### config.mk
export PLATFORM = sky130hd
export DESIGN_NAME = iobd_top
export DESIGN_NICKNAME = d
export VERILOG_FILES = /design/src/hdl/iobd_pkg.sv /design/src/hdl/iobd_unit_if.sv /design/src/hdl/iobd_top.sv /design/src/hdl/iobd_unit.sv
export VERILOG_INCLUDE_DIRS = /design/src /design/src/hdl
export SDC_FILE = /design/constraint.sdc
export NUM_CORES = 1
export LEC_CHECK = 0
export BUFFER_PORTS_ARGS = -buffer_cell sky130_fd_sc_hd__buf_4
export CAP_MARGIN = 30
export CORE_MARGIN = 5
export CORE_UTILIZATION = 40
export CTS_CLUSTER_DIAMETER = 30
export DETAILED_ROUTE_END_ITERATION = 6
export HOLD_SLACK_MARGIN = 0.02
export PLACE_DENSITY = 0.7
export SETUP_SLACK_MARGIN = 0.1
export SLEW_MARGIN = 20
export SYNTH_ARGS = -nofsm -noshare
export SYNTH_HDL_FRONTEND = slang
export SYNTH_SLANG_ARGS = --single-unit
### constraint.sdc
create_clock -name REF_CLK -period 2.15 [get_ports REF_CLK]
set_input_delay 0.43 -clock REF_CLK [delete_from_list [all_inputs] [get_ports REF_CLK]]
set_output_delay 0.43 -clock REF_CLK [all_outputs]
set_load 0.01 [all_outputs]
### src/hdl/iobd_cfg.svh
/*
  Constants of the I/O bus device controller: field positions, register offsets,
  reset values and timing figures.
  Assumes it is included by bare name wherever a constant is needed.
*/
`ifndef IOBD_CFG_SVH
`define IOBD_CFG_SVH

// ==========================================================================
// Processor I/O bus fields
// Instruction bits are numbered from the most significant end, so bit 03..09
// of a 36-bit word sit at vector positions 32..26.
`define IOBD_WORD_W 36
`define IOBD_SEL_HI 32
`define IOBD_SEL_LO 26
`define IOBD_CONDITIONS_OUT_WRITE_CH_HI 2
`define IOBD_CONDITIONS_OUT_WRITE_CH_LO 0
`define IOBD_CONDITIONS_OUT_WRITE_DIR 3
`define IOBD_CONDITIONS_OUT_WRITE_START 4
`define IOBD_CH_NONE 3'h0

// ==========================================================================
// Register map, byte addresses
`define IOBD_ADDR_W 12
`define IOBD_OFF_CONFIG 12'h000
`define IOBD_OFF_STATUS 12'h004
`define IOBD_OFF_EVENT 12'h008
`define IOBD_OFF_MASK 12'h00c
`define IOBD_CODE_RST 7'h00

// ==========================================================================
// Status word and event bits
`define IOBD_ST_BUSY 0
`define IOBD_ST_DONE 1
`define IOBD_ST_CH_LO 2
`define IOBD_ST_CH_HI 4
`define IOBD_ST_DIR 5
`define IOBD_EVT_W 2
`define IOBD_EVT_DONE 0
`define IOBD_EVT_OVR 1

// ==========================================================================
// Timing: processing time of one unit of data
`define IOBD_UNIT_TIME_NS 1000
`define IOBD_CLK_PERIOD_NS 25

`endif

### src/hdl/iobd_pkg.sv
/*
  Types of the I/O bus device controller.
  Assumes iobd_cfg.svh supplies the numeric constants.
*/
package iobd_pkg;

  // ==========================================================================
  // Device state, one-hot
  typedef enum logic [2:0] {
    IOBD_IDLE = 3'h1,
    IOBD_BUSY = 3'h2,
    IOBD_DONE = 3'h4
  } iobd_state_e;

  // ==========================================================================
  // Processor I/O bus operation codes
  typedef enum logic [1:0] {
    IOBD_FN_CONDITIONS_OUT_WRITE = 2'h0,
    IOBD_FN_DATO = 2'h1,
    IOBD_FN_DATI = 2'h2,
    IOBD_FN_CONI = 2'h3
  } iobd_func_e;

endpackage : iobd_pkg

### src/hdl/iobd_unit_if.sv
/*
  Handshake between the controller and its unit timing engine.
  Assumes both ends share one clock.
*/
`timescale 1ns/1ps

interface iobd_unit_if;
  logic start;
  logic finish;
  modport ctrl (output start, input finish);
  modport engine (input start, output finish);
endinterface : iobd_unit_if

### src/hdl/iobd_top.sv
/*
  Device side of a peripheral on the processor I/O bus: select decode,
  busy/done flags, priority interrupt request, APB register file.
  Assumes the processor bus and APB share REF_CLK; the processor keeps its
  own sequencing of data transfers.
*/
// The register offsets and register access over APB were left to the implementer.
`timescale 1ns/1ps
`include "iobd_cfg.svh"

module iobd_top #(
  parameter int UNIT_CYCLES = (`IOBD_UNIT_TIME_NS + `IOBD_CLK_PERIOD_NS - 1) /
                              `IOBD_CLK_PERIOD_NS,
  parameter logic [6:0] CODE_RST = `IOBD_CODE_RST
) (
  // Clock and reset
  input wire logic REF_CLK,
  input wire logic RST,
  // APB slave
  input wire logic PSEL,
  input wire logic PENABLE,
  input wire logic PWRITE,
  input wire logic [`IOBD_ADDR_W-1:0] PADDR,
  input wire logic [31:0] PWDATA,
  output logic [31:0] PRDATA,
  output logic PREADY,
  output logic PSLVERR,
  // Processor I/O bus
  input wire logic IO_STROBE,
  input wire logic [1:0] IO_FUNC,
  input wire logic [`IOBD_WORD_W-1:0] IO_INSTR,
  input wire logic [`IOBD_WORD_W-1:0] IO_WDATA,
  output logic IO_ACK,
  output logic [`IOBD_WORD_W-1:0] IO_RDATA,
  // Priority interrupt requests, bit n is level n+1
  output logic [6:0] PI_REQ,
  // Unit data side
  output logic [`IOBD_WORD_W-1:0] UNIT_OUT_DATA,
  output logic UNIT_OUT_VALID,
  input wire logic [`IOBD_WORD_W-1:0] UNIT_IN_DATA,
  // Interrupt
  output logic IRQ
);

  // ==========================================================================
  // Functions
  function automatic logic [6:0] chan_req(input logic [2:0] ch);
    chan_req = 7'h00;
    if (ch != `IOBD_CH_NONE)
      chan_req[ch - 3'h1] = 1'b1;
  endfunction : chan_req

  function automatic logic [31:0] status_word(input logic busy, input logic done,
                                              input logic [2:0] ch, input logic dir);
    status_word = 32'h0000_0000;
    status_word[`IOBD_ST_BUSY] = busy;
    status_word[`IOBD_ST_DONE] = done;
    status_word[`IOBD_ST_CH_HI:`IOBD_ST_CH_LO] = ch;
    status_word[`IOBD_ST_DIR] = dir;
  endfunction : status_word

  // ==========================================================================
  // State
  iobd_pkg::iobd_state_e state;
  iobd_pkg::iobd_state_e next_state;
  logic [6:0] dev_code;
  logic [2:0] channel;
  logic dir_out;
  logic [`IOBD_WORD_W-1:0] out_buf;
  logic [`IOBD_WORD_W-1:0] in_buf;
  logic [`IOBD_EVT_W-1:0] evt;
  logic [`IOBD_EVT_W-1:0] mask;

  iobd_unit_if unit_bus ();

  iobd_unit #(
    .CYCLES(UNIT_CYCLES)
  ) u_unit (
    .clk(REF_CLK),
    .rst(RST),
    .u(unit_bus)
  );

  // ==========================================================================
  // Processor bus decode
  wire sel_match = IO_INSTR[`IOBD_SEL_HI:`IOBD_SEL_LO] == dev_code;
  wire op = IO_STROBE && sel_match;
  wire op_conditions_out_write = op && (IO_FUNC == iobd_pkg::IOBD_FN_CONDITIONS_OUT_WRITE);
  wire op_dato = op && (IO_FUNC == iobd_pkg::IOBD_FN_DATO);
  wire op_dati = op && (IO_FUNC == iobd_pkg::IOBD_FN_DATI);
  wire op_coni = op && (IO_FUNC == iobd_pkg::IOBD_FN_CONI);
  wire is_busy = state == iobd_pkg::IOBD_BUSY;
  wire is_done = state == iobd_pkg::IOBD_DONE;
  // A conditions-out takes its new direction before the start is judged
  wire conditions_out_write_dir = IO_WDATA[`IOBD_CONDITIONS_OUT_WRITE_DIR];
  wire conditions_out_write_start = op_conditions_out_write && IO_WDATA[`IOBD_CONDITIONS_OUT_WRITE_START];
  wire dato_go = op_dato && dir_out;
  // Work already in progress is never restarted; a data-out then is an overrun
  wire go = (conditions_out_write_start || dato_go) && !is_busy;
  wire overrun = op_dato && is_busy;
  wire finish = unit_bus.finish;
  wire [31:0] stat = status_word(is_busy, is_done, channel, dir_out);

  assign unit_bus.start = go;

  // ==========================================================================
  // Busy/done sequencing
  always_comb
  begin
    next_state = state;
    case (state)
      iobd_pkg::IOBD_IDLE:
        if (go)
          next_state = iobd_pkg::IOBD_BUSY;
      iobd_pkg::IOBD_BUSY:
        if (finish)
          next_state = iobd_pkg::IOBD_DONE;
      iobd_pkg::IOBD_DONE:
        if (go)
          next_state = iobd_pkg::IOBD_BUSY;
        else if (op_dati || op_dato)
          next_state = iobd_pkg::IOBD_IDLE;
      default:
        next_state = iobd_pkg::IOBD_IDLE;
    endcase
  end

  always_ff @(posedge REF_CLK)
  begin
    if (RST)
      state <= iobd_pkg::IOBD_IDLE;
    else
      state <= next_state;
  end

  // ==========================================================================
  // Conditions and data buffers
  always_ff @(posedge REF_CLK)
  begin
    if (RST)
    begin
      channel <= `IOBD_CH_NONE;
      dir_out <= 1'b0;
    end
    else if (op_conditions_out_write)
    begin
      channel <= IO_WDATA[`IOBD_CONDITIONS_OUT_WRITE_CH_HI:`IOBD_CONDITIONS_OUT_WRITE_CH_LO];
      dir_out <= conditions_out_write_dir;
    end
  end

  always_ff @(posedge REF_CLK)
  begin
    if (RST)
    begin
      out_buf <= '0;
      in_buf <= '0;
    end
    else
    begin
      if (dato_go && !is_busy)
        out_buf <= IO_WDATA;
      if (finish && !dir_out)
        in_buf <= UNIT_IN_DATA;
    end
  end

  // ==========================================================================
  // Processor bus answers and unit output
  wire [`IOBD_WORD_W-1:0] next_rdata = op_dati ? in_buf :
                                       op_coni ? `IOBD_WORD_W'(stat) : '0;

  always_ff @(posedge REF_CLK)
  begin
    if (RST)
    begin
      IO_ACK <= 1'b0;
      IO_RDATA <= '0;
      UNIT_OUT_DATA <= '0;
      UNIT_OUT_VALID <= 1'b0;
    end
    else
    begin
      IO_ACK <= op;
      IO_RDATA <= next_rdata;
      UNIT_OUT_DATA <= out_buf;
      UNIT_OUT_VALID <= finish && dir_out;
    end
  end

  // ==========================================================================
  // Priority interrupt request
  // Level 0 is never driven, so a zero channel simply means polling
  wire next_pi_on = next_state == iobd_pkg::IOBD_DONE;
  wire [6:0] next_pi_req = next_pi_on ? chan_req(channel) : 7'h00;

  always_ff @(posedge REF_CLK)
  begin
    if (RST)
      PI_REQ <= 7'h00;
    else
      PI_REQ <= next_pi_req;
  end

  // ==========================================================================
  // APB slave: one wait state, so every access completes in three cycles
  wire access = PSEL && PENABLE;
  wire fire = access && PREADY;
  wire wr_fire = fire && PWRITE;
  wire hit_config = PADDR == `IOBD_OFF_CONFIG;
  wire hit_status = PADDR == `IOBD_OFF_STATUS;
  wire hit_event = PADDR == `IOBD_OFF_EVENT;
  wire hit_mask = PADDR == `IOBD_OFF_MASK;
  wire mapped = hit_config || hit_status || hit_event || hit_mask;
  wire [31:0] rd_mux = hit_config ? {25'h0000000, dev_code} :
                       hit_status ? stat :
                       hit_event ? {30'h00000000, evt} :
                       hit_mask ? {30'h00000000, mask} : 32'h0000_0000;

  // Hardware set wins over a software clear in the same cycle
  wire [`IOBD_EVT_W-1:0] evt_set = {overrun, finish};
  wire [`IOBD_EVT_W-1:0] evt_clr = (wr_fire && hit_event) ? PWDATA[`IOBD_EVT_W-1:0] : '0;
  wire [`IOBD_EVT_W-1:0] next_evt = (evt & ~evt_clr) | evt_set;
  wire [`IOBD_EVT_W-1:0] next_mask = (wr_fire && hit_mask) ? PWDATA[`IOBD_EVT_W-1:0] : mask;

  always_ff @(posedge REF_CLK)
  begin
    if (RST)
    begin
      PREADY <= 1'b0;
      PRDATA <= 32'h0000_0000;
      PSLVERR <= 1'b0;
    end
    else
    begin
      PREADY <= access && !PREADY;
      PSLVERR <= access && !PREADY && !mapped;
      if (access && !PREADY && !PWRITE)
        PRDATA <= rd_mux;
    end
  end

  always_ff @(posedge REF_CLK)
  begin
    if (RST)
      dev_code <= CODE_RST;
    else if (wr_fire && hit_config)
      dev_code <= PWDATA[6:0];
  end

  always_ff @(posedge REF_CLK)
  begin
    if (RST)
    begin
      evt <= '0;
      mask <= '0;
      IRQ <= 1'b0;
    end
    else
    begin
      evt <= next_evt;
      mask <= next_mask;
      IRQ <= |(next_evt & next_mask);
    end
  end

endmodule : iobd_top

### src/hdl/iobd_unit.sv
/*
  Unit engine: models the time the device spends on one unit of data and
  pulses finish once that time has passed.
  Assumes start is a one-cycle pulse given only while the engine is idle.
*/
`timescale 1ns/1ps

module iobd_unit #(
  parameter int CYCLES = 40
) (
  // Clock and reset
  input wire logic clk,
  input wire logic rst,
  // Control side
  iobd_unit_if.engine u
);

  localparam int CW = $clog2(CYCLES + 1);
  localparam logic [CW-1:0] LAST = CW'(CYCLES - 1);

  logic run;
  logic [CW-1:0] count;
  logic fin;

  wire at_end = run && (count == LAST);

  assign u.finish = fin;

  always_ff @(posedge clk)
  begin
    if (rst)
    begin
      run <= 1'b0;
      count <= '0;
      fin <= 1'b0;
    end
    else
    begin
      fin <= at_end;
      if (u.start)
      begin
        run <= 1'b1;
        count <= '0;
      end
      else if (at_end)
        run <= 1'b0;
      else if (run)
        count <= count + CW'(1);
    end
  end

endmodule : iobd_unit

After elaboration in Yosys (flattened, before gate mapping)
Cells that the tools add are included.
- $add $sub $neg: 2
- multipliers: 0
- div/mod/pow operators: 0
- $lt $le $gt $ge: 2
- eq/ne operators: 12
- shift operators: 0
- multiplexer cells: 17
- bitwise operators: 7
- reductions and logical operators: 41
- operators with widths (cell ; number):
    2-to-1 mux 36 bit ; 1
    == test 12 x 4 -> 1 bit (second input constant) ; 2
    logical AND 1 bit ; 23
    == test 12 x 3 -> 1 bit (second input constant) ; 1
    zero test 12 bit ; 1
    2-to-1 mux 3 bit ; 4
    2-to-1 mux 6 bit ; 2
    case mux 3 bit (3 select lines) ; 1
    2-to-1 mux 2 bit ; 4
    == test 7 bit ; 1
    2-to-1 mux 7 bit ; 1
    adder 6 x 1 -> 6 bit (second input constant) ; 1
    == test 3 bit (second input constant) ; 2
    == test 6 bit (second input constant) ; 1
    zero test 1 bit ; 5
    logical OR 1 bit ; 5
    AND 2 bit ; 2
    == test 2 bit (second input constant) ; 2
    less-than comparator 3 x 4 -> 1 bit (second input constant) ; 1
    OR reduction 2 bit ; 2
    demux 1 bit (select 3 bit) ; 1
    == test 3 x 1 -> 1 bit (second input constant) ; 1
    == test 3 x 2 -> 1 bit (second input constant) ; 1
    greater-or-equal comparator 3 x 1 -> 1 bit (second input constant) ; 1
    other kinds (11) ; 15
- flip-flop bits (word level): 214
- bits in latches: 0
- RAM bits: 0
- bits in read-only memories: 0
- output and inout bits: 116
- word-level logic and storage cells: 101
- memories kept: 0

Longest topological paths before layout
Gate-level depths: netlist (run 1).
- depth after elaboration: 11
- mapped depth: 6
- gate-level depth less buffers: 6

Modules after synthesis
From an unflattened synthesis (run 1), not the netlist that was laid out.
- cell total of the unflattened synthesis: 694
- area total of the unflattened synthesis: 6899.1 um^2
- by module, submodules not included (module ; instances ; cells each ; area each (um^2)):
    iobd_top ; 1 ; 654 ; 6545.0
    iobd_unit ; 1 ; 40 ; 354.1

Worst setup path after synthesis (run 1)
Ideal clock, no wire load.
- path type: input port to flip-flop
- from: input port IO_INSTR[28]
- to: register channel[0]
- setup time: 128 ps
- data arrival time: 1762 ps
- required time: 2022 ps
- slack: 260 ps
- cell stages on the path: 5
- path buffers: 0
- cells stage by stage: xor2_1 a2111oi_4 nand4_1 mux2i_1 nor2_1
- word-level cells in the longest chain between the ends: 3
- ends and longest elaborated chain (item ; RTL line ; text):
    from (decl) ; iobd_top.sv:31 ; input wire logic [`IOBD_WORD_W-1:0] IO_INSTR,
    == test 7 bit ; iobd_top.sv:86 ; wire sel_match = IO_INSTR[`IOBD_SEL_HI:`IOBD_SEL_LO] == dev_code;
    logical AND 1 bit ; iobd_top.sv:87 ; wire op = IO_STROBE && sel_match;
    logical AND 1 bit ; iobd_top.sv:88 ; wire op_conditions_out_write = op && (IO_FUNC == iobd_pkg::IOBD_FN_CONDITIONS_OUT_WRITE);
    to (signal assigned) ; iobd_top.sv:142 ; channel <= `IOBD_CH_NONE;
    to (signal assigned) ; iobd_top.sv:147 ; channel <= IO_WDATA[`IOBD_CONDITIONS_OUT_WRITE_CH_HI:`IOBD_CONDITIONS_OUT_WRITE_CH_LO];
    to (decl) ; iobd_top.sv:67 ; logic [2:0] channel;
No other way between the ends.
A chain may end at the register's enable or synchronous reset.

Final worst setup path (run 1)
- from: register dev_code[2]
- to: register dir_out
- word-level cells in the longest chain between the ends: 3
- ends and longest elaborated chain (item ; RTL line ; text):
    from (decl) ; iobd_top.sv:66 ; logic [6:0] dev_code;
    from (signal assigned) ; iobd_top.sv:248 ; dev_code <= PWDATA[6:0];
    == test 7 bit ; iobd_top.sv:86 ;
    logical AND 1 bit ; iobd_top.sv:87 ;
    logical AND 1 bit ; iobd_top.sv:88 ;
    to (signal assigned) ; iobd_top.sv:148 ; dir_out <= conditions_out_write_dir;
    to (decl) ; iobd_top.sv:68 ; logic dir_out;
No other way between the ends.

==> results of run 1 <==
[cell usage after synthesis (2+ instances only)]
master | n | area share
a2111oi_0 | 2 | 0.0026
a211oi_1 | 2 | 0.0022
a21o_1 | 2 | 0.0022
a21oi_1 | 44 | 0.032
a22oi_1 | 4 | 0.0044
and2_1 | 6 | 0.0055
and2_2 | 26 | 0.028
buf_2 | 2 | 0.0015
buf_4 | 25 | 0.027
buf_6 | 3 | 0.0049
clkbuf_1 | 32 | 0.018
dfxtp_1 | 189 | 0.55
ha_1 | 3 | 0.0055
inv_1 | 5 | 0.0027
mux2_2 | 5 | 0.0082
mux2i_1 | 20 | 0.029
nand2_1 | 117 | 0.064
nand2b_1 | 49 | 0.045
nand4_1 | 7 | 0.0064
nand4_4 | 2 | 0.0062
nor2_1 | 37 | 0.020
nor2b_1 | 43 | 0.039
nor3_1 | 13 | 0.0095
nor3b_1 | 3 | 0.0033
nor4_1 | 2 | 0.0018
nor4b_1 | 2 | 0.0026
o21ai_0 | 35 | 0.026
o21ai_1 | 4 | 0.0029
or3_1 | 2 | 0.0018
xnor2_1 | 2 | 0.0026
xor2_1 | 9 | 0.011
[tightest hold or removal path, delay by kind of cell]
family	cells	cell delay [ns]
muxes	1	0.05
and+or+nand+nor	1	0.07
buffers and inverters	1	0.08
[stage by stage]
stage          instance area [sq um]  total power (uW)  setup WS, ns  hold WS (ns)   util
2_1_floorplan                   6950              3740         0.260         0.430      -
3_3_place_gp                    8490              3890         0.154         0.434  0.508
3_5_place_dp                    8490              3890         0.119         0.441  0.508
4_1_cts                         9050              6850         0.301         0.218  0.542
5_1_grt                         9050              7040         0.186         0.229  0.542
6_report                        9050              6770         0.304         0.234  0.542
[state kept, by name (all words and copies together), names as in the netlist, 2 cells and up]
name,count
UNIT_OUT_DATA,36
state,3
evt,2
in_buf,36
PI_REQ,7
mask,2
PRDATA,7
IO_RDATA,36
out_buf,36
u_unit.count,6
dev_code,7
channel,3
[power by group through the flow]
stage	registers, uW	clock network (uW)	logic [uW]
2_1_floorplan	3580	0	155
3_3_place_gp	3580	0	309
3_5_place_dp	3580	0	310
4_1_cts	3500	3040	311
5_1_grt	3500	3200	339
6_report	3500	2960	310
[final cells by class]
| cell class | count | area [sq um] |
|---|---|---|
| tap | 220 | 275 |
| multi-input combinational | 486 | 2790 |
| sequential | 189 | 3780 |
| clock buffer | 17 | 425 |
| inverter | 5 | 18.8 |
| fill | 1583 | 7650 |
| clock inverter | 15 | 138 |
| timing repair buffer | 211 | 1620 |
[metal layers]
metal,wire (um),up-vias,GRT usage
li1,-,2686,-
met1,7150,2320,0.206
met2,7560,147,0.262
met3,928,19,0.0373
met4,337,0,0.0622
met5,0,-,0
[worst paths after layout]
path	slack [ns]	cells past startpoint	end	from
worst max-delay path	0.30	6	dir_out	dev_code[2]
worst min-delay path	0.23	3	dev_code[3]	PWDATA[3]
worst max register to register	0.30	6	dir_out	dev_code[2]
worst min register to register	0.45	2	in_buf[14]	in_buf[14]
[cell families after synthesis]
group,share of synthesized area
buffers and inverters,0.0546
other,0.000547
multiplexers,0.0374
AO/OA/AOI/OAI,0.0890
flip-flops,0.552
AND/OR/NAND/NOR,0.247
adder cells (fa/ha/maj),0.00547
XOR/XNOR,0.0140
==> flow_summary.json, run 1 <==
{
  "outcome": "completed",
  "clk_pin_slew_worst_paths_ns": 0.07,
  "clk_path_buf_depth": 2,
  "worstPathMaxFanout": 5,
  "netlist_instances": 719,
  "p_leak_uw": 0.00382,
  "crit_type": "reg -> reg",
  "root_buffer": "clkbuf_16",
  "final_cell_mix": "buf_4, dfxtp_1, nand2_1",
  "crit_buf_inv": 1,
  "netlist_area_sq_um": 6860,
  "grt_usage": 0.160,
  "yosysWarnings": 0,
  "ant_nets": 0,
  "hpwl_mm": 11.4,
  "dieArea_sq_um": 19900,
  "cpPeakStageDelay_ns": 0.33,
  "cts.sink_count": 189,
  "area_growth_pct": 32.0,
  "die_h_um": 141,
  "setup_tns_ns": 0,
  "setup_viol": 0,
  "synthArstFlopShare": 0,
  "initial_core_util": 0.411,
  "avgRoutedWirePerCell_um": 14.0,
  "timing.final.crit_period_ns": 1.85,
  "antenna_found_initial": 0,
  "power_frac_seq": 0.517,
  "cts_buffers": 17,
  "slew_violations": 0,
  "fin_crit_sh": 0.859,
  "final_layout_size_suffix_gt1_frac": 0.309,
  "clkPwrFrac": 0.438,
  "drt_iter0_drc": 220,
  "instances_no_fill": 1143,
  "skew_ns": 0.00869,
  "final_common_cell": "buf_4",
  "finalNetCount": 1073,
  "endpoint_kind": "flip-flop",
  "intPower_uw": 5190,
  "io_pins": 276,
  "vias_per_cell": 4.52,
  "antenna_cells": 0,
  "ir_drop_mv": 0.516,
  "ys.flop_type": "dfxtp_1",
  "grt_pass1_wl_mm": 25.5,
  "drc": 0,
  "cp-start-kind": "flip-flop",
  "portBuffers": 196,
  "ys_seq_area_frac": 0.552,
  "htree_levels": 4,
  "postCtsResizedCells": 0,
  "hold_viol_final": 0,
  "crit_family": "simple AND/OR/NAND/NOR gates",
  "power_frac_comb": 0.046,
  "hp-class": "in -> reg",
  "drv_cap": 0,
  "cts_tree": "yes",
  "power_density_nw_per_um2": 748,
  "yosys_register_bits": 189,
  "core_area_sq_um": 16700,
  "synth-edff-count": 0,
  "crit_path_top_delay_cell": "dfxtp_1",
  "switching_share": 0.234,
  "synth_cell_type_count": 53,
  "die_w_um": 141,
  "holdBufCountCts": 0,
  "place.gp.congestion": 0.765,
  "clk_latency_ns": 0.43,
  "cp_cell_sequence": "xor2_1, a2111oi_4, buf_4, nand4_1, mux2i_1, nor2_1",
  "rsz0062_at_grt": "no",
  "p_sw_uw": 1580,
  "numPlacedInstances": 1111,
  "worstPathRequired_ns": 2.46,
  "crit_arrival_ns": 2.15,
  "grt_max_degree": 102,
  "drt_wl_total_mm": 16.0,
  "syn_avg_cell_area_sq_um": 9.54,
  "post_cts_buffers": 0,
  "rows": 47,
  "grt_pass1_vias": 4941,
  "firstDrtPassIters": 5,
  "overflow": 0,
  "fmax_ghz": 0.542,
  "vias": 5172
}
Power figures use the tool's default switching activity.
==> run 2, diff against run 1 <==
--- a/config.mk
+++ b/config.mk
@@ -13,7 +13,7 @@
 export CTS_CLUSTER_DIAMETER = 30
 export DETAILED_ROUTE_END_ITERATION = 6
 export HOLD_SLACK_MARGIN = 0.02
-export PLACE_DENSITY = 0.7
+export PLACE_DENSITY = 0.68
 export SETUP_SLACK_MARGIN = 0.1
 export SLEW_MARGIN = 20
 export SYNTH_ARGS = -nofsm -noshare
==> run 2 against run 1 <==
Cell area rose by 0.70%. Utilization increased by 0.38 points. First-iteration DRC count rose by 9.1%. Clock-buffer cell count up 5. Setup slack better by 0.019 ns. Combinational power about the same. Sequential share of layout area decreased by 0.29 points. Largest power group unchanged. Highest routed layer unchanged.
==> flow_summary.json, run 2 (same netlist as run 1, synthesis figures left out) <==
{
  "hold-worst-slack_ns": 0.247,
  "area_growth_pct": 33.0,
  "final_cell_mix": "buf_4, dfxtp_1, nand2_1",
  "grt_pass1_vias": 5029,
  "antenna_found_initial": 0,
  "crit_type": "reg -> reg",
  "post-route-util": 0.546,
  "clk_latency_ns": 0.42,
  "cts.sink_count": 189,
  "portBuffers": 196,
  "drc": 0,
  "route.met2.wl_mm": 7.62,
  "wl_met1_mm": 6.93,
  "clk_pin_slew_worst_paths_ns": 0.07,
  "crit_family": "simple AND/OR/NAND/NOR gates",
  "cts_tree": "yes",
  "setup_tns_ns": 0,
  "crit_arrival_ns": 2.13,
  "clk_path_buf_depth": 2,
  "cp_num_cells": 6,
  "endpoint_kind": "flip-flop",
  "drt_wl_total_mm": 16.0,
  "hpwl_mm": 11.4,
  "hp-class": "in -> reg",
  "finalNetCount": 1076,
  "fin_crit_sh": 0.850,
  "overflow": 0,
  "grt_pass1_wl_mm": 25.1,
  "hold_viol_final": 0,
  "p_leak_uw": 0.00385,
  "met3_length_mm": 1.09,
  "rsz0062_at_grt": "no",
  "endpoint": "dir_out",
  "skew_ns": 0.0105,
  "cp_cell_sequence": "xor2_1, a2111oi_4, buf_4, nand4_1, mux2i_1, nor2_1",
  "reg2regPathDepth": 6,
  "dieArea_sq_um": 19900,
  "vias": 5219,
  "slew_violations": 0,
  "timing.final.crit_period_ns": 1.83,
  "ant_nets": 0,
  "htree_levels": 4,
  "antenna_cells": 0,
  "root_buffer": "clkbuf_16",
  "die_h_um": 141,
  "min_from": "PWDATA[6]",
  "final_layout_size_suffix_gt1_frac": 0.308,
  "worstPathMaxFanout": 5,
  "outcome": "completed",
  "place.gp.congestion": 0.763,
  "drv_cap": 0,
  "rows": 47,
  "post_cts_buffers": 0,
  "core_area_sq_um": 16700,
  "worstPathRequired_ns": 2.45,
  "initial_core_util": 0.411,
  "die_w_um": 141,
  "crit_path_top_delay_cell": "a2111oi_4",
  "grt_max_degree": 75,
  "firstDrtPassIters": 6,
  "drt_iter0_drc": 240,
  "crit_buf_inv": 1,
  "reg2reg_slack_ns": 0.32,
  "postCtsResizedCells": 0,
  "cts_buffers": 17,
  "rr_endpoint": "dir_out",
  "power_density_nw_per_um2": 761,
  "setup_viol": 0,
  "final_common_cell": "buf_4",
  "cpPeakStageDelay_ns": 0.34,
  "fmax_ghz": 0.547,
  "grt_usage": 0.158,
  "routed.top_layer": "met4",
  "crit_path_start": "dev_code[2]",
  "vias_per_cell": 4.56,
  "ir_drop_mv": 0.532,
  "holdBufCountCts": 0,
  "io_pins": 276,
  "cp-start-kind": "flip-flop",
  "reg2reg_from": "dev_code[2]",
  "avgRoutedWirePerCell_um": 14.0
}
## run 2: changes by cell type in the layout (fill, tap and decap cells not counted), moves of 2 or more
cell | before | now
clkinvlp_4 | 5 | 3
buf_4 | 208 | 210
inv_8 | 5 | 1
clkbuf_8 | 0 | 4
bufinv_16 | 0 | 2
## run 2: through the flow
stage	power, uW	setup WS (ns)	area, sq um	cells
2_1_floorplan	3740	0.260	6950	743
3_3_place_gp	3890	0.182	8530	1114
3_5_place_dp	3890	0.134	8530	1114
4_1_cts	7020	0.286	9120	1144
5_1_grt	7190	0.226	9120	1144
6_report	6940	0.323	9120	1144
## run 2: where the power goes
group          switching (uW)  total [uW]  internal, uW
combinational             144         312           168
clock                    1290        3130          1830
sequential               1.40        3500          3500
total                    1440        6940          5500
## run 2: cell type report
type	instances	area, sq um
Fill cell	1544	7580
Sequential cell	189	3780
Multi-Input combinational cell	486	2790
Timing Repair Buffer	214	1660
Clock buffer	22	484
Tap cell	220	275
Clock inverter	8	108
Inverter	5	18.8
## run 2: worst register-to-register path, stage by stage, from the launching register on
cell,delay (ns)
dfxtp_1,0.33
xor2_1,0.20
a2111oi_4,0.34
buf_4,0.23
nand4_1,0.29
mux2i_1,0.28
nor2_1,0.06
## run 2: routing by layer
| metal | track usage | up-vias |
|---|---|---|
| li1 | - | 2689 |
| met1 | 0.195 | 2343 |
| met2 | 0.262 | 166 |
| met3 | 0.0474 | 21 |
| met4 | 0.0561 | 0 |
| met5 | 0 | - |
## run 2: worst min-delay path by stage
stage | endpoint | cells after the start
3_3_place_gp | IO_RDATA[34] | 1
6_report | dev_code[6] | 3
2_1_floorplan | IO_RDATA[24] | 1
4_1_cts | dev_code[6] | 3
3_5_place_dp | IO_RDATA[24] | 1
5_1_grt | in_buf[22] | 3
==> run 3, diff against run 2 <==
--- a/config.mk
+++ b/config.mk
@@ -13,7 +13,7 @@
 export CTS_CLUSTER_DIAMETER = 30
 export DETAILED_ROUTE_END_ITERATION = 6
 export HOLD_SLACK_MARGIN = 0.02
-export PLACE_DENSITY = 0.68
+export PLACE_DENSITY = 0.71
 export SETUP_SLACK_MARGIN = 0.1
 export SLEW_MARGIN = 20
 export SYNTH_ARGS = -nofsm -noshare
==> constraint.sdc (replaced) <==
create_clock -name REF_CLK -period 1.6 [get_ports REF_CLK]
set_input_delay 0.32 -clock REF_CLK [delete_from_list [all_inputs] [get_ports REF_CLK]]
set_output_delay 0.32 -clock REF_CLK [all_outputs]
set_load 0.01 [all_outputs]
==> run 3 against run 2 <==
The run now ends with negative setup slack left. Fmax is 6.2% higher. Total power is 37% higher. Sequential cell count stayed put. Non-clock buffer count is 23 higher.
==> flow_summary.json, run 3 (same netlist as run 1, synthesis figures left out) <==
{
  "slew_violations": 0,
  "reg2reg_from": "dev_code[3]",
  "layout_setup_ws_ns": -0.120,
  "grt_pass1_wl_mm": 25.5,
  "intPower_uw": 7450,
  "finalNetCount": 1099,
  "dieArea_sq_um": 19900,
  "hold_viol_final": 0,
  "switching_share": 0.218,
  "area_growth_pct": 42.4,
  "tightest_slew_ns": 0.571,
  "endpoint_kind": "flip-flop",
  "ant_nets": 0,
  "hpwl_mm": 11.5,
  "crit_path_start": "dev_code[3]",
  "portBuffers": 196,
  "antenna_found_initial": 0,
  "cts_buffers": 17,
  "firstDrtPassIters": 4,
  "ir_drop_mv": 0.695,
  "power_density_nw_per_um2": 976,
  "power_frac_comb": 0.048,
  "htree_levels": 4,
  "reg2regPathDepth": 6,
  "place_ws_ns": -0.204,
  "grt_usage": 0.160,
  "initial_core_util": 0.411,
  "final_common_cell": "buf_4",
  "avgRoutedWirePerCell_um": 14.6,
  "rr_endpoint": "PI_REQ[6]",
  "io_pins": 276,
  "slew-limit-headroom": 0.619,
  "rsz0062_at_grt": "yes",
  "outcome": "complete, but fails checks",
  "min_to": "in_buf[9]",
  "fin_crit_sh": 1.08,
  "core_area_sq_um": 16700,
  "timing.final.crit_period_ns": 1.72,
  "grt_pass1_vias": 5146,
  "clk_path_buf_depth": 2,
  "worstPathMaxFanout": 8,
  "hp-class": "in -> reg",
  "vias": 5397,
  "drc": 0,
  "placed_cell_area_sq_um": 8720,
  "min_from": "UNIT_IN_DATA[9]",
  "min_path_cells": 3,
  "die_h_um": 141,
  "drv_cap": 0,
  "crit_type": "reg -> reg",
  "fmax_ghz": 0.581,
  "antenna_cells": 0,
  "final_area_sq_um": 9760,
  "rows": 47,
  "p_sw_uw": 2080,
  "overflow": 0,
  "vias_per_cell": 4.62,
  "skew_ns": 0.0114,
  "violations": "negative setup slack",
  "place.gp.congestion": 0.805,
  "clk_pin_slew_worst_paths_ns": 0.07,
  "die_w_um": 141,
  "clkPwrFrac": 0.459,
  "cts_tree": "yes",
  "cts.sink_count": 189,
  "root_buffer": "clkbuf_16",
  "p_leak_uw": 0.00407,
  "drt_wl_total_mm": 17.1,
  "reg2reg_slack_ns": -0.12,
  "cp-start-kind": "flip-flop",
  "setup_viol": 87,
  "power_frac_seq": 0.493,
  "grt_max_degree": 73,
  "worstPathRequired_ns": 1.90,
  "clk_latency_ns": 0.42,
  "final_cell_mix": "buf_4, dfxtp_1, nand2_1",
  "crit_arrival_ns": 2.02,
  "final_layout_size_suffix_gt1_frac": 0.381,
  "drt_iter0_drc": 215
}
==> run 3: cell count changes in the layout (fill, tap and decap cells not counted), moves of 5 or more <==
cell / change
buf_6: +5
o21ai_2: +6
nand2_2: +11
buf_4: +10
o21ai_0: -27
nor2_1: -7
o21ai_1: +21
nand2_1: -15
==> run 3: how the worst max path moves through the flow <==
| stage | slack [ns] | cells after the start | end |
|---|---|---|---|
| 6_report | -0.12 | 6 | PI_REQ[6] |
| 4_1_cts | -0.08 | 7 | IO_RDATA[25] |
| 2_1_floorplan | -0.16 | 5 | channel[0] |
| 3_5_place_dp | -0.20 | 7 | dev_code[3] |
| 5_1_grt | -0.19 | 6 | PI_REQ[6] |
| 3_3_place_gp | -0.18 | 8 | IO_RDATA[12] |
==> run 3: layer usage <==
metal	GRT usage	wire [um]	vias to the layer above
li1	-	-	2736
met2	0.276	8670	161
met4	0.0495	174	0
met5	0	0	-
met1	0.193	7180	2487
met3	0.0457	1050	13
==> run 3: layout make-up <==
class / instances / area, sq um
tap: 220 / 275
inverter: 5 / 18.8
clock buffer: 20 / 437
timing repair buffer: 237 / 1960
fill: 1454 / 6940
clock inverter: 12 / 178
sequential: 189 / 3790
multi-input combinational: 486 / 3100
==> run 3: power by group through the flow <==
stage / Combinational [uW] / Sequential, uW / Clock, uW
after floorplan: 215 / 4810 / 0
after global placement: 438 / 4810 / 0
after detailed placement: 440 / 4810 / 0
after CTS: 444 / 4700 / 4470
after global routing: 492 / 4700 / 4680
final: 456 / 4700 / 4370
==> run 3: per-stage QoR <==
stage,TNS (ns),utilization,hold WS (ns),total power [uW],instances
floorplan,-12.03,-,0.430,5030,743
global placement,-15.59,0.522,0.436,5250,1126
detailed placement,-16.56,0.522,0.440,5250,1126
CTS,-4.67,0.562,0.117,9620,1160
global route,-11.33,0.585,0.118,9870,1169
finish,-5.85,0.585,0.135,9530,1169
==> run 3: repair_timing <==
action	in CTS	in global routing
buffers inserted	2	4
resized for setup	10	86
endpoints found under the setup margin	97	98
hold buffers	0	0
cloned	0	7
pin swaps	10	20
==> run 3: worst max-delay path, cell delays in order, from the launching register on <==
cell and delay, ns:
dfxtp_2 0.34, xor2_2 0.15, a2111oi_4 0.35, buf_6 0.19
nand3_4 0.16, a2bb2oi_4 0.32, nor4b_1 0.09
